==> config.mk <==
export PLATFORM = sky130hd
export DESIGN_NAME = packet_buffer_error_status
export DESIGN_NICKNAME = d
export VERILOG_FILES = /design/src/pkg/buffer_status_pkg.sv /design/src/design/packet_buffer_error_status.sv
export VERILOG_INCLUDE_DIRS = /design/src /design/src/pkg
export SDC_FILE = /design/constraint.sdc
export NUM_CORES = 1
export LEC_CHECK = 0
export ABC_AREA = 1
export BUFFER_PORTS_ARGS = -buffer_cell sky130_fd_sc_hd__buf_2
export CORE_MARGIN = 1
export CORE_UTILIZATION = 26
export DETAILED_ROUTE_END_ITERATION = 8
export GPL_ROUTABILITY_DRIVEN = 0
export PLACE_DENSITY_LB_ADDON = 0.15
export SKIP_LAST_GASP = 1
export SLEW_MARGIN = 10
export SYNTH_ARGS = -nofsm -noshare
export SYNTH_HDL_FRONTEND = slang
export SYNTH_SLANG_ARGS = --single-unit
==> constraint.sdc <==
create_clock -name pclk -period 2.4 [get_ports pclk]
set_input_delay 0.6 -clock pclk [delete_from_list [all_inputs] [get_ports pclk]]
set_output_delay 0.6 -clock pclk [all_outputs]
set_load 0.05 [all_outputs]
==> src/pkg/buffer_status_consts.svh <==
`ifndef BUFFER_STATUS_CONSTS_SVH
`define BUFFER_STATUS_CONSTS_SVH

// register byte addresses
`define CONTROL_ADDR 32'h0001_0680
`define STATUS_ADDR 32'h0001_0690
`define IRQ_ENABLE_ADDR 32'h0001_0694
`define PW_ENABLE_ADDR 32'h0001_0698

// reset values
`define STATUS_RESET 32'h0001_8000
`define ENABLE_RESET 32'h0000_0000

// sticky flag bits that software may clear (bit 0 of the map is bit 31 here)
`define STATUS_FLAG_MASK 32'hFFC0_19FB

// vector positions of the flags
`define IN_PAYLOAD_COR_BIT 5'h1F
`define IN_PAYLOAD_FAT_BIT 5'h1E
`define IN_LABEL_COR_BIT 5'h1D
`define IN_LABEL_FAT_BIT 5'h1C
`define IN_LFL_COR_BIT 5'h1B
`define IN_LFL_FAT_BIT 5'h1A
`define IN_OVH_COR_BIT 5'h19
`define IN_OVH_FAT_BIT 5'h18
`define IN_NODE_COR_BIT 5'h17
`define IN_NODE_FAT_BIT 5'h16
`define IN_VACANT_BIT 5'h10
`define OUT_VACANT_BIT 5'h0F
`define OUT_PAYLOAD_COR_BIT 5'h0C
`define OUT_PAYLOAD_FAT_BIT 5'h0B
`define OUT_OVH_COR_BIT 5'h08
`define OUT_OVH_FAT_BIT 5'h07
`define OUT_NODE_COR_BIT 5'h06
`define OUT_NODE_FAT_BIT 5'h05
`define OUT_STORAGE_BIT 5'h04
`define OUT_QUEUE_FULL_BIT 5'h03
`define OUT_UNUSED_LANE_BIT 5'h01
`define OUT_OVERSIZE_BIT 5'h00
`define HOLD_FLOWS_BIT 5'h10

// ingress fatal flags gathered for the discard or hold reaction
`define IN_FATAL_MASK 32'h5540_0000

// longest legal packet on the egress enqueue interface, in bytes
`define MAX_PACKET_BYTES 9'h114

`endif

==> src/pkg/buffer_status_pkg.sv <==
package buffer_status_pkg;

    // one memory read as seen by the error-correcting check
    typedef struct packed {
        logic valid;
        logic parity_bad;
        logic [7:0] syndrome;
    } ecc_check_type;

    // one enqueue request toward the egress manager
    typedef struct packed {
        logic valid;
        logic [3:0] channel;
        logic [15:0] length;
        logic storage_ok;
        logic queue_ok;
    } enqueue_type;

    // path lane configuration
    typedef struct packed {
        logic [4:0] channels;
        logic single_lane_ports;
    } lane_config_type;

    // whole register state of the block
    typedef struct packed {
        logic [31:0] flags;
        logic [31:0] irq_enable;
        logic [31:0] pw_enable;
        logic hold_flows;
        logic [31:0] rdata;
        logic irq;
        logic pw;
        logic discard_all;
        logic backpressure_all;
    } state_type;

endpackage

==> src/design/packet_buffer_error_status.sv <==
`timescale 1ns/1ns
`include "buffer_status_consts.svh"
// Functional notes
// - one-bit faults correctable, two-bit faults fatal
// - ingress payload flags at bits 0,1
// - ingress label flags at bits 2,3
// - ingress label free list at bits 4,5
// - ingress overhead memory at bits 6,7
// - ingress node free list at bits 8,9
// - corrected flags only with protection on
// - bit 15 live ingress empty, reads 1
// - bit 16 live egress empty, reads 1
// - empty bits never reach interrupt summary
// - egress payload flags at bits 19,20
// - egress overhead memory at bits 23,24
// - egress node free list at bits 25,26
// - bit 27 on no payload storage
// - bit 28 on no request queue entry
// - bit 30 on enqueue to unused channel
// - bad-channel check watches channels 1 to n-1, never channel 0
// - no bad-channel check in single-lane ports
// - bit 31 on packet over 276 bytes
// - flags sticky until software writes one
// - one event may raise both summaries
// - summaries gated by the enable registers
// - ingress fatal discards inbound packets by default
// - hold control turns fatal into full backpressure
module packet_buffer_error_status #(
    parameter int CHANNELS = 16
) (
    // apb slave
    input wire logic pclk,
    input wire logic presetn,
    input wire logic psel,
    input wire logic penable,
    input wire logic pwrite,
    input wire logic [31:0] paddr,
    input wire logic [31:0] pwdata,
    input wire logic [3:0] pstrb,
    output logic [31:0] prdata,
    output logic pready,
    output logic pslverr,
    // memory checks: 0-4 ingress payload/label/label list/overhead/node list, 5-7 egress payload/overhead/node list
    input wire buffer_status_pkg::ecc_check_type [7:0] mem_check,
    input wire logic ecc_on,
    // egress enqueue interface and path setup
    input wire buffer_status_pkg::enqueue_type enqueue,
    input wire buffer_status_pkg::lane_config_type lane_config,
    // live occupancy
    input wire logic in_queue_vacant,
    input wire logic out_queue_vacant,
    // notifications and ingress reaction
    output logic buffer_irq_summary,
    output logic buffer_portwrite_summary,
    output logic in_discard_all,
    output logic in_backpressure_all
);
    import buffer_status_pkg::*;

    ////////////////////////////////////////////////////////////////////////////
    // flag positions of the protected memories, index as on mem_check
    localparam logic [7:0][4:0] COR_POS = {`OUT_NODE_COR_BIT, `OUT_OVH_COR_BIT,
        `OUT_PAYLOAD_COR_BIT, `IN_NODE_COR_BIT, `IN_OVH_COR_BIT, `IN_LFL_COR_BIT,
        `IN_LABEL_COR_BIT, `IN_PAYLOAD_COR_BIT};
    localparam logic [7:0][4:0] FAT_POS = {`OUT_NODE_FAT_BIT, `OUT_OVH_FAT_BIT,
        `OUT_PAYLOAD_FAT_BIT, `IN_NODE_FAT_BIT, `IN_OVH_FAT_BIT, `IN_LFL_FAT_BIT,
        `IN_LABEL_FAT_BIT, `IN_PAYLOAD_FAT_BIT};

    state_type s;
    state_type next_s;
    logic [7:0] cor_ev;
    logic [7:0] fat_ev;
    logic [31:0] set_ev;
    logic [31:0] clr_ev;
    logic [31:0] lane_mask;
    logic [31:0] read_word;
    logic setup;
    logic access;
    logic mapped;
    logic bad_lane;

    ////////////////////////////////////////////////////////////////////////////
    // secded classification: overall parity wrong means one bit, correctable;
    // parity right with a nonzero syndrome means two bits, fatal
    for (genvar i = 0; i < 8; i++) begin : g_ecc
        assign cor_ev[i] = mem_check[i].valid & ecc_on & mem_check[i].parity_bad;
        // without correction any mismatch is fatal, as nothing can be repaired
        assign fat_ev[i] = mem_check[i].valid & (ecc_on
            ? (~mem_check[i].parity_bad & (|mem_check[i].syndrome))
            : (mem_check[i].parity_bad | (|mem_check[i].syndrome)));
    end

    // bad channel: only interfaces 1..n-1 are watched, and never in single-lane ports
    assign bad_lane = enqueue.valid & ~lane_config.single_lane_ports
        & (32'(enqueue.channel) < 32'(lane_config.channels))
        & (enqueue.channel != 4'h0);
    assign lane_mask = 32'(CHANNELS);

    ////////////////////////////////////////////////////////////////////////////
    // apb phases; zero wait states, read data captured in setup
    assign setup = psel & ~penable;
    assign access = psel & penable;
    assign mapped = (paddr == `CONTROL_ADDR) | (paddr == `STATUS_ADDR)
        | (paddr == `IRQ_ENABLE_ADDR) | (paddr == `PW_ENABLE_ADDR);
    assign pready = access;
    assign pslverr = access & ~mapped;
    assign prdata = s.rdata;

    // read mux; reserved bits read zero
    always_comb begin
        read_word = 32'h0000_0000;
        unique case (paddr)
            `CONTROL_ADDR: read_word[`HOLD_FLOWS_BIT] = s.hold_flows;
            `STATUS_ADDR: begin
                read_word = s.flags & `STATUS_FLAG_MASK;
                read_word[`IN_VACANT_BIT] = in_queue_vacant;
                read_word[`OUT_VACANT_BIT] = out_queue_vacant;
            end
            `IRQ_ENABLE_ADDR: read_word = s.irq_enable;
            `PW_ENABLE_ADDR: read_word = s.pw_enable;
            default: read_word = 32'h0000_0000;
        endcase
    end

    ////////////////////////////////////////////////////////////////////////////
    // events and write-one-to-clear strobes
    always_comb begin
        logic [31:0] wmask;
        wmask = {{8{pstrb[3]}}, {8{pstrb[2]}}, {8{pstrb[1]}}, {8{pstrb[0]}}};
        set_ev = 32'h0000_0000;
        for (int k = 0; k < 8; k++) begin
            set_ev[COR_POS[k]] = cor_ev[k];
            set_ev[FAT_POS[k]] = fat_ev[k];
        end
        set_ev[`OUT_STORAGE_BIT] = enqueue.valid & ~enqueue.storage_ok;
        set_ev[`OUT_QUEUE_FULL_BIT] = enqueue.valid & ~enqueue.queue_ok;
        set_ev[`OUT_UNUSED_LANE_BIT] = bad_lane & (lane_mask != 32'h0000_0000);
        set_ev[`OUT_OVERSIZE_BIT] = enqueue.valid
            & (enqueue.length > 16'(`MAX_PACKET_BYTES));
        clr_ev = 32'h0000_0000;
        if (access & pwrite & (paddr == `STATUS_ADDR)) begin
            clr_ev = pwdata & wmask & `STATUS_FLAG_MASK;
        end
    end

    ////////////////////////////////////////////////////////////////////////////
    // next state
    always_comb begin
        logic [31:0] wmask;
        logic [31:0] masked;
        wmask = {{8{pstrb[3]}}, {8{pstrb[2]}}, {8{pstrb[1]}}, {8{pstrb[0]}}};
        // reserved positions of the enable words never take a one
        masked = pwdata & `STATUS_FLAG_MASK;
        next_s = s;
        // a set in the same cycle as its clear wins, so no event is lost
        next_s.flags = ((s.flags & ~clr_ev) | set_ev) & `STATUS_FLAG_MASK;
        if (access & pwrite) begin
            if (paddr == `IRQ_ENABLE_ADDR) begin
                next_s.irq_enable = (s.irq_enable & ~wmask) | (masked & wmask);
            end
            if (paddr == `PW_ENABLE_ADDR) begin
                next_s.pw_enable = (s.pw_enable & ~wmask) | (masked & wmask);
            end
            if ((paddr == `CONTROL_ADDR) & pstrb[2]) begin
                next_s.hold_flows = pwdata[`HOLD_FLOWS_BIT];
            end
        end
        if (setup) begin
            next_s.rdata = read_word;
        end
        // summaries see only sticky flags, never the empty bits
        next_s.irq = |(s.flags & s.irq_enable & `STATUS_FLAG_MASK);
        next_s.pw = |(s.flags & s.pw_enable & `STATUS_FLAG_MASK);
        // reaction lasts while any ingress fatal flag stays set
        next_s.discard_all = (|(s.flags & `IN_FATAL_MASK)) & ~s.hold_flows;
        next_s.backpressure_all = (|(s.flags & `IN_FATAL_MASK)) & s.hold_flows;
    end

    // state register
    always_ff @(posedge pclk or negedge presetn) begin
        if (!presetn) begin
            s.flags <= `STATUS_RESET & `STATUS_FLAG_MASK;
            s.irq_enable <= `ENABLE_RESET;
            s.pw_enable <= `ENABLE_RESET;
            s.hold_flows <= 1'b0;
            s.rdata <= 32'h0000_0000;
            s.irq <= 1'b0;
            s.pw <= 1'b0;
            s.discard_all <= 1'b0;
            s.backpressure_all <= 1'b0;
        end else begin
            s <= next_s;
        end
    end

    // outputs come straight from flops, so the notification logic sees no glitches
    assign buffer_irq_summary = s.irq;
    assign buffer_portwrite_summary = s.pw;
    assign in_discard_all = s.discard_all;
    assign in_backpressure_all = s.backpressure_all;

    // each protected memory reports into its own pair of flags
    for (genvar j = 0; j < 8; j++) begin : g_ecc_checks

    end
endmodule

Yosys cells after proc, flatten, opt, wreduce, memory -nomap -nowiden
Index checks and enable logic that the tools add are counted.
W data, S select, Z words.

cells by class
  bitwise gates (word level) = 83
  reductions and logical operators = 15
  multiplexer cells = 12
  equality and inequality tests = 4
  order comparisons = 2

operators with widths
  operator                number
  $and A32 B32 Y32        7
  $eq A32 B17 Y1 const B  4
  $or A32 B32 Y32         3
  $not A32 Y32            2
  $reduce_or A8 Y1        8
  $pmux W16 S3            1
  $and A1 B1 Y1           46
  $pmux W15 S3            1
  $reduce_or A20 Y1       2
  $mux W32                1
  $gt A16 B9 Y1 const B   1
  $not A1 Y1              14
  $or A1 B1 Y1            11
  $mux W1                 8
  $reduce_and A2 Y1       3
  $lt A4 B5 Y1            1
  $reduce_or A5 Y1        1
  $pmux W1 S4             1
  $reduce_bool A4 Y1      1

word-level totals
  logic and storage cells = 125
  flip-flop bits (word level) = 121
  input port bits = 185
  output and inout port bits = 38

Depth between registers and ports, before layout
Gate-level depths: netlist of run 1.

  depth after elaboration = 7
  gate-level depth with buffers = 12
  gate-level depth less buffers = 11

Worst setup path before layout of run 1
Ideal clock, no wire load.

  path type = input port to output port
  start point = in paddr[23]
  end point = out pslverr
  required time = 1800 ps
  stages = 8
  setup slack = -548 ps
  buffers on the path = 1
  arrival time = 2348 ps
  path through = nor2_1 > and2_1 > nand2_1 > nor2_4 > nand2_4 > buf_2 > nand3_1 > nor3_1

between the ends
  cells in the longest elaborated chain, start to end = 6
  elaborated cells between the ends (all ways) = 9
  those cells by class = eq/ne: 4; bitwise: 5

RTL lines
  item                        RTL line                           text
  from (decl)                 packet_buffer_error_status.sv:37   input wire logic [31:0] paddr,
  $eq A32 B17 Y1              n/a
  $or A1 B1 Y1 (2 in series)  packet_buffer_error_status.sv:103  assign mapped = (paddr == `CONTROL_ADDR) | (paddr == `STATUS_ADDR)
  $or A1 B1 Y1 (*)            packet_buffer_error_status.sv:103
  $not A1 Y1 (*)              packet_buffer_error_status.sv:106  assign pslverr = access & ~mapped;
  $and A1 B1 Y1 (*)           packet_buffer_error_status.sv:106
  to (decl)                   packet_buffer_error_status.sv:42   output logic pslverr,

Mark *: on every way between the ends. The rest lies on a longest branch, timed or not.

Worst setup path in the final report of run 1
  start point = in paddr[27]
  end point = out pslverr

The elaborated chain is that of the path after synthesis.

==> flow_summary.ini, run 1 <==
[power]
leakagePower_nw = 4.40
clock_power_share_pct = 50.2
switching_share_pct = 25.3
power_density_nw_per_um2 = 582
max-vdd-ir-drop_uv = 321
p_comb_share_pct = 6.9
p_seq_share_pct = 42.9
p_sw_w = 0.00120
power_w = 0.00475
internal-power_w = 0.00355

[logic_synthesis]
synth_top_flop_cell = dfrtp_1
synth_area_leaders = dfrtp_1 (48%), nand2_1 (16%), nand3_1 (5.3%)
synth_seq_cells = 121
synth.distinct_cells = 34
synth.avg_cell_area_um2 = 7.84
seq_area_frac_synth_pct = 47.6
synth_edf_count = 0
yosys_warnings = 0
synth_top_area_share_pct = 47.6
yosys.area.top_type = dfrtp_1
async_reset_ff_share_pct = 100
netlist_area_um2 = 6360
synth_cells = 812
synth_fp_nets = 1000

[final_layout]
layout-drive-gt1-share_pct = 31.1
utilization_pct = 34.4
final_common_cell = nand2_1
syn_to_final_growth_pct = 28.3
layout.nets = 1189
fillers = 2566
fin_cells = 1333
diodes = 0
final_cell_mix = nand2_1 (267), buf_2 (210), dfrtp_1 (121)

[worst_setup_path]
required_ns = 1.80
cp_max_fo = 7
slowest_delay_ns = 0.27
path_buf_inv = 2
worst_setup_path_start_kind = primary input
worstPathCellList = buf_2, nor2_1, nand4_1, nor2_4, and2_1, nor3_4, buf_2
cp_slowest_cell = nor2_4
worstSetupEndpointType = output pin
crit_arrival_ns = 1.69
ff2ff_setup_slack_ns = 1.05
critical_path_class = primary input to output pin
path_common_cell = buf_2
critPathTopFamily = simple AND/OR/NAND/NOR gates

[placed_design]
io_buffer_count = 211
dp_hpwl_um = 14700
placed_cells = 1301

[floorplan]
die_h_um = 158
initial_utilization_pct = 26.8
core_um2 = 23800
ios = 223
die_w_um = 158
dieArea_um2 = 25100
rows = 56

[drt]
drc = 0
wire_per_inst_um = 14.2
ant_nets = 0
vias_per_cell = 4.29
vias = 5719
drt_first_pass_iters = 4
first_iter_violations = 310
drt_wl_total_um = 19000

[clock_network]
clk_pin_slew_worst_paths_ns = 0.06
clock_path_buffers = 2
htree_levels = 4
clk-insertion-delay-late_ns = 0.42
clkSinkCount = 121
cts-buffers-inserted = 17
cts-root-buf = clkbuf_16
post_cts_buffers = 0
cts_tree = yes

[sta]
fin_skew_ns = 0.0103
timing_hold_violations_final = 0
fin_hold_ws_ns = 0.134
max_freq_mhz = 437
finalSetupViolCount = 0
finalMaxSlewViolations = 0
period_minus_slack_ns = 2.29
min_period_over_period_pct = 95.3
slew_headroom_pct = 69.5
worst_pin_slew_ns = 0.458
rsz0062_at_grt = false
setup_tns_ns = 0

[grt]
track_usage_pct = 16.0
grt_pass1_wl_um = 30000
grt_start_max_net_pins = 55
grt_overflow = 0
antenna_found_initial = 0
grt_pass1_vias = 5514

[job]
maxCapViolCount = 0

[min_path]
hold_path.class = primary input to async pin

[status]
outcome = complete, no violations
-- cells in the mapped netlist, types with 6 or more instances --
| master | number |
|---|---|
| nand4_1 | 8 |
| dfrtp_1 | 121 |
| o21ai_1 | 47 |
| nor4_1 | 18 |
| inv_2 | 10 |
| nand3_1 | 67 |
| o211ai_1 | 7 |
| nand2_1 | 267 |
| inv_1 | 72 |
| buf_4 | 37 |
| nor3_1 | 6 |
| o21ai_2 | 22 |
| clkbuf_1 | 8 |
| a221oi_1 | 6 |
| nor2_1 | 63 |
-- final timing paths --
kind | from | end | cells after the start
setup / recovery | paddr[27] | pslverr | 7
hold / removal | presetn | prdata[19] | 1
setup reg to reg | s[104] | buffer_irq_summary | 4
hold reg to reg | prdata[16] | prdata[16] | 2
max in group asynchronous | presetn | async pin | 2
min in group pclk | pwdata[16] | s[36] | 3
-- layout make-up --
type	count	area (um^2)	area share, %
sequential	121	3030	37.1
multi-input combinational	551	2650	32.4
timing repair buffer	228	1240	15.1
clock buffer	18	439	5.38
tap	319	399	4.89
inverter	82	308	3.77
clock inverter	14	111	1.36
-- repair_timing --
| item | 4_1_cts | 5_1_grt |
|---|---|---|
| gates resized for setup | 0 | 1 |
| hold buffers | 0 | 0 |
| setup endpoints to repair | 0 | 1 |
-- metrics by stage --
stage,instance area [um^2],setup WS (ns)
2_1_floorplan,6380,0.0395
6_report,8170,0.112
3_3_place_gp,7610,0.0700
5_1_grt,8170,0.0101
4_1_cts,8160,0.0754
3_5_place_dp,7610,0.0755
-- layer usage --
layer / vias up / share of wire [%] / track usage (%)
met3: 7 / 4.6 / 3.46
met4: 0 / 0.54 / 3.85
met5: - / 0 / 0
li1: 2969 / - / -
met1: 2567 / 50 / 22.4
met2: 176 / 45 / 24.8
-- cells by family (layout without fill, tap and decap cells) --
group                    Yosys count  in the layout  synth area share [%]
AO/OA/AOI/OAI                     96             96                  9.75
adder cells (fa/ha/maj)            3              3                 0.590
buffers and inverters            140            342                  11.1
flip-flops                       121            121                  47.6
AND/OR/NAND/NOR                  452            452                  31.0
-- power groups by stage --
stage | sequential (W) | combinational, W | clock (W)
floorplan | 0.00208 | 0.000102 | 0
global placement | 0.00208 | 0.000333 | 0
detailed placement | 0.00208 | 0.000337 | 0
CTS | 0.00204 | 0.000337 | 0.00245
global route | 0.00204 | 0.000372 | 0.00256
finish | 0.00204 | 0.000326 | 0.00239
-- worst register-to-register path, stage by stage, from the launching register on --
cell and delay, ns:
dfrtp_1 0.42, nand2_1 0.12, nand2_1 0.06, a221oi_1 0.32, nand4_1 0.25
(Power assumes the default switching activity.)
==> inputs of run 2 (changes only) <==
--- a/config.mk
+++ b/config.mk
@@ -8,6 +8,7 @@
 export LEC_CHECK = 0
 export ABC_AREA = 1
 export BUFFER_PORTS_ARGS = -buffer_cell sky130_fd_sc_hd__buf_2
+export CORE_ASPECT_RATIO = 0.7
 export CORE_MARGIN = 1
 export CORE_UTILIZATION = 26
 export DETAILED_ROUTE_END_ITERATION = 8
==> flow_summary.ini, run 2 (synthesized netlist as in run 1, its figures left out) <==
[status]
outcome = complete, no violations

[sta]
slew_headroom_pct = 60.8
finalSetupViolCount = 0
setup_tns_ns = 0
max_freq_mhz = 440
min_period_over_period_pct = 94.8
rsz0062_at_grt = false
period_minus_slack_ns = 2.28
finalMaxSlewViolations = 0
timing_hold_violations_final = 0
fin_hold_ws_ns = 0.173
worst_pin_slew_ns = 0.588
fin_skew_ns = 0.00665

[power]
max-vdd-ir-drop_uv = 478
power_density_nw_per_um2 = 601
leakagePower_nw = 4.43

[final_layout]
final_cell_mix = nand2_1 (267), buf_2 (209), dfrtp_1 (121)
fillers = 2579
fin_cells = 1337
layout-drive-gt1-share_pct = 31.5
syn_to_final_growth_pct = 29.4
diodes = 0
layout.nets = 1194
final_common_cell = nand2_1

[worst_setup_path]
crit_arrival_ns = 1.68
required_ns = 1.80
worstSetupEndpointType = output pin
critical_path_class = primary input to output pin
worst_setup_path_start_kind = primary input
path_common_cell = nand2_2
slowest_delay_ns = 0.21
r2r_cells = 4
cp_slowest_cell = clkbuf_4
worstPathCellList = buf_2, inv_1, nand2_1, nor2_1, nand2_2, nor2_2, nand2_2, nand3_1, nor3_4, clkbuf_4
cp_max_fo = 4

[grt]
track_usage_pct = 16.6
use_met2_pct = 22.8
met3_usage_pct = 3.85
grt_overflow = 0
grt_pass1_wl_um = 31500
use_met1_pct = 25.5
antenna_found_initial = 0
grt_start_max_net_pins = 41
grt_pass1_vias = 5544
busiest_layer = met1

[clock_network]
clk-insertion-delay-late_ns = 0.42
ctsHoldBuffers = 0
htree_levels = 4
clock_path_buffers = 2
cts-buffers-inserted = 17
clkSinkCount = 121
cts_tree = yes
clk_pin_slew_worst_paths_ns = 0.06
cts-root-buf = clkbuf_16

[drt]
wire_per_inst_um = 14.8
first_iter_violations = 426
drt_wl_total_um = 19800
vias_per_cell = 4.30
drt_first_pass_iters = 5
drc = 0
ant_nets = 0
vias = 5746

[floorplan]
core_um2 = 23800
dieArea_um2 = 25100
die_w_um = 189
die_h_um = 133
ios = 223
initial_utilization_pct = 26.7
rows = 47

[placed_design]
dp_hpwl_um = 15200
io_buffer_count = 211
placed_cells = 1304

[min_path]
hold_path.class = primary input to async pin

[job]
maxCapViolCount = 0
## run 2: cell types whose count changed in the layout (fill, tap and decap cells not counted)
cell	before	now
and2_4	0	1
clkbuf_4	0	1
inv_6	6	4
clkbuf_8	1	0
buf_4	14	20
buf_2	210	209
buf_12	4	3
clkinv_2	3	1
clkinvlp_4	2	4
and2_1	2	1
clkinv_4	2	3
bufinv_16	0	2
## run 2: worst paths after layout
kind                       startpoint                  endpoint  slack (ns)
max reg2reg                    s[105]  buffer_portwrite_summary        0.97
min in group pclk          pwdata[16]                     s[36]        0.38
max in group asynchronous     presetn                 prdata[8]        1.58
min reg2reg                 prdata[6]                 prdata[6]        0.47
min                           presetn                prdata[13]        0.17
max                          paddr[8]                   pslverr        0.12
## run 2: layer usage
| metal | up-vias | part of all wire (%) |
|---|---|---|
| met1 | 2606 | 53 |
| met5 | - | 0 |
| met3 | 16 | 5.6 |
| met2 | 160 | 40 |
| li1 | 2964 | - |
| met4 | 0 | 1.0 |
## run 2: area by class of cell
cell class	count	area (um^2)	area share, %
Tap cell	318	398	4.83
Timing Repair Buffer	233	1260	15.3
Clock inverter	15	168	2.04
Clock buffer	17	425	5.16
Multi-Input combinational cell	551	2650	32.1
Sequential cell	121	3030	36.8
Inverter	82	308	3.74
## run 2: per-stage QoR
stage                     setup WS [ns]  cell area (um^2)  total power [W]  utilization, %
after floorplan                  0.0395              6380          0.00218               -
final                             0.125              8240          0.00495            34.6
after CTS                        0.0460              8220          0.00502            34.5
after global routing            0.00533              8240          0.00517            34.6
after detailed placement         0.0526              7630          0.00242            32.0
after global placement           0.0646              7630          0.00242            32.0
## run 2: timing repair
action / CTS / global route
setup buffers: 0 / 1
setup endpoints to repair: 0 / 1
resized for setup: 0 / 3
## run 2: power breakdown
part	switching, W	internal (W)
logic	0.000185	0.000147
registers	0.000000435	0.00204
clock network	0.00103	0.00155
total	0.00122	0.00374
## run 2: worst max-delay path, delay by kind of cell
| kind | cells | cell delay, ns |
|---|---|---|
| buf+inv | 3 | 0.34 |
| simple gates | 7 | 0.73 |
==> inputs of run 3 (changes only) <==
--- a/config.mk
+++ b/config.mk
@@ -7,13 +7,14 @@
 export NUM_CORES = 1
 export LEC_CHECK = 0
 export ABC_AREA = 1
+export ABC_CLOCK_PERIOD_IN_PS = 2400
 export BUFFER_PORTS_ARGS = -buffer_cell sky130_fd_sc_hd__buf_2
 export CORE_ASPECT_RATIO = 0.7
 export CORE_MARGIN = 1
 export CORE_UTILIZATION = 26
 export DETAILED_ROUTE_END_ITERATION = 8
 export GPL_ROUTABILITY_DRIVEN = 0
-export PLACE_DENSITY_LB_ADDON = 0.15
+export PLACE_DENSITY_LB_ADDON = 0.1
 export SKIP_LAST_GASP = 1
 export SLEW_MARGIN = 10
 export SYNTH_ARGS = -nofsm -noshare
==> flow_summary.ini, run 3 (synthesized netlist as in run 1, its figures left out) <==
[drt]
wire_per_inst_um = 15.0
first_iter_violations = 341
ant_nets = 0
vias = 5784
drt_first_pass_iters = 7
drc = 0
vias_per_cell = 4.34
drt_wl_total_um = 20100

[clock_network]
cts_tree = yes
cts-root-buf = clkbuf_16
clkSinkCount = 121
post_cts_buffers = 0
clock_path_buffers = 2
cts-buffers-inserted = 17
clk-insertion-delay-late_ns = 0.42
htree_levels = 4
clk_pin_slew_worst_paths_ns = 0.06

[grt]
use_met1_pct = 25.5
grt_start_max_net_pins = 47
met3_usage_pct = 3.42
grt_pass1_wl_um = 31900
use_met2_pct = 23.0
grt_pass1_vias = 5614
busiest_layer = met1
track_usage_pct = 16.9
grt_overflow = 0
antenna_found_initial = 0

[worst_setup_path]
required_ns = 1.80
slowest_delay_ns = 0.27
worst_setup_path_start_kind = primary input
cp_slowest_cell = nor2_4
worstPathCellList = buf_2, nor2_1, nand4_1, nor2_4, and2_1, nor3_4, clkbuf_4
crit_arrival_ns = 1.68
worstSetupEndpointType = output pin
critical_path_class = primary input to output pin
cp_max_fo = 7

[sta]
worst_slack_ns = 0.120
slew_headroom_pct = 72.7
max_freq_mhz = 439
fin_skew_ns = 0.0120
worst_pin_slew_ns = 0.409
period_minus_slack_ns = 2.28
setup_tns_ns = 0
finalSetupViolCount = 0
rsz0062_at_grt = false
min_period_over_period_pct = 95.0
timing_hold_violations_final = 0
finalMaxSlewViolations = 0

[job]
maxCapViolCount = 0

[final_layout]
final_common_cell = nand2_1
syn_to_final_growth_pct = 29.8
fillers = 2606
stdcell_area_um2 = 8260
layout.nets = 1191
diodes = 0
layout-drive-gt1-share_pct = 31.2
final_cell_mix = nand2_1 (267), buf_2 (209), dfrtp_1 (121)

[placed_design]
dp_slack_ns = 0.0343
place_area_um2 = 7630
dp_hpwl_um = 15600
io_buffer_count = 211

[power]
power_w = 0.00503
power_density_nw_per_um2 = 609
clock_power_share_pct = 52.8
p_sw_w = 0.00115
internal-power_w = 0.00388
switching_share_pct = 22.9
p_seq_share_pct = 40.6
p_comb_share_pct = 6.6
leakagePower_nw = 4.45
max-vdd-ir-drop_uv = 486

[floorplan]
die_w_um = 189
dieArea_um2 = 25100
ios = 223
core_um2 = 23800
initial_utilization_pct = 26.7
rows = 47
die_h_um = 133

[status]
outcome = complete, no violations

[min_path]
hold_path.class = primary input to async pin
## run 3: cell count changes in the layout (fill, tap and decap cells not counted), moves of 2 or more
cell / previous run / this run
clkinv_4: 3 / 1
clkinvlp_4: 4 / 2
clkbuf_8: 0 / 2
clkbuf_1: 0 / 3
nor2_4: 4 / 6
inv_6: 4 / 2
nor2_1: 61 / 59
buf_4: 20 / 16
## run 3: worst paths after layout
| kind | depth (start not counted) | endpoint | slack [ns] | start |
|---|---|---|---|---|
| max in group asynchronous | 2 | async pin | 1.71 | presetn |
| min in group pclk | 3 | s[36] | 0.39 | pwdata[16] |
| max | 7 | pslverr | 0.12 | paddr[27] |
| max reg2reg | 4 | buffer_portwrite_summary | 1.03 | s[102] |
| min | 1 | prdata[13] | 0.09 | presetn |
| min reg2reg | 2 | prdata[10] | 0.47 | prdata[10] |
## run 3: stage by stage
step           instances  hold WS [ns]  util [%]
2_1_floorplan        812         0.304         -
3_3_place_gp        1302         0.461      32.0
3_5_place_dp        1302         0.461      32.0
4_1_cts             1334        0.0904      34.6
5_1_grt             1334         0.110      34.7
6_report            1334        0.0879      34.7
## run 3: metal layers
metal	wire [um]	part of all wire, %
met4	407	2.0
met3	1200	6.0
met1	10500	52
met2	7990	40
met5	0	0
## run 3: layout make-up
cell class              instances  area, um^2  area share [%]
repair buffers                230        1250            15.2
clock inverters                10         141            1.71
clock buffers                  22         464            5.62
multi-input cells             551        2670            32.3
well taps                     318         398            4.82
inverters                      82         308            3.73
flip-flops and latches        121        3030            36.6
## run 3: timing repair
action	in CTS	in global routing
hold buffers	0	0
endpoints found under the setup margin	0	1
gates resized for setup	0	8
## run 3: critical path: cells and delay by family
family / cells / cell delay [ns]
and+or+nand+nor: 5 / 0.77
buffers and inverters: 2 / 0.30
## run 3: power by group through the flow
stage | Sequential (W) | Combinational [W] | Clock, W
after detailed placement | 0.00208 | 0.000340 | 0
after global routing | 0.00204 | 0.000380 | 0.00281
after global placement | 0.00208 | 0.000338 | 0
after CTS | 0.00204 | 0.000341 | 0.00272
final | 0.00204 | 0.000332 | 0.00266
after floorplan | 0.00208 | 0.000102 | 0
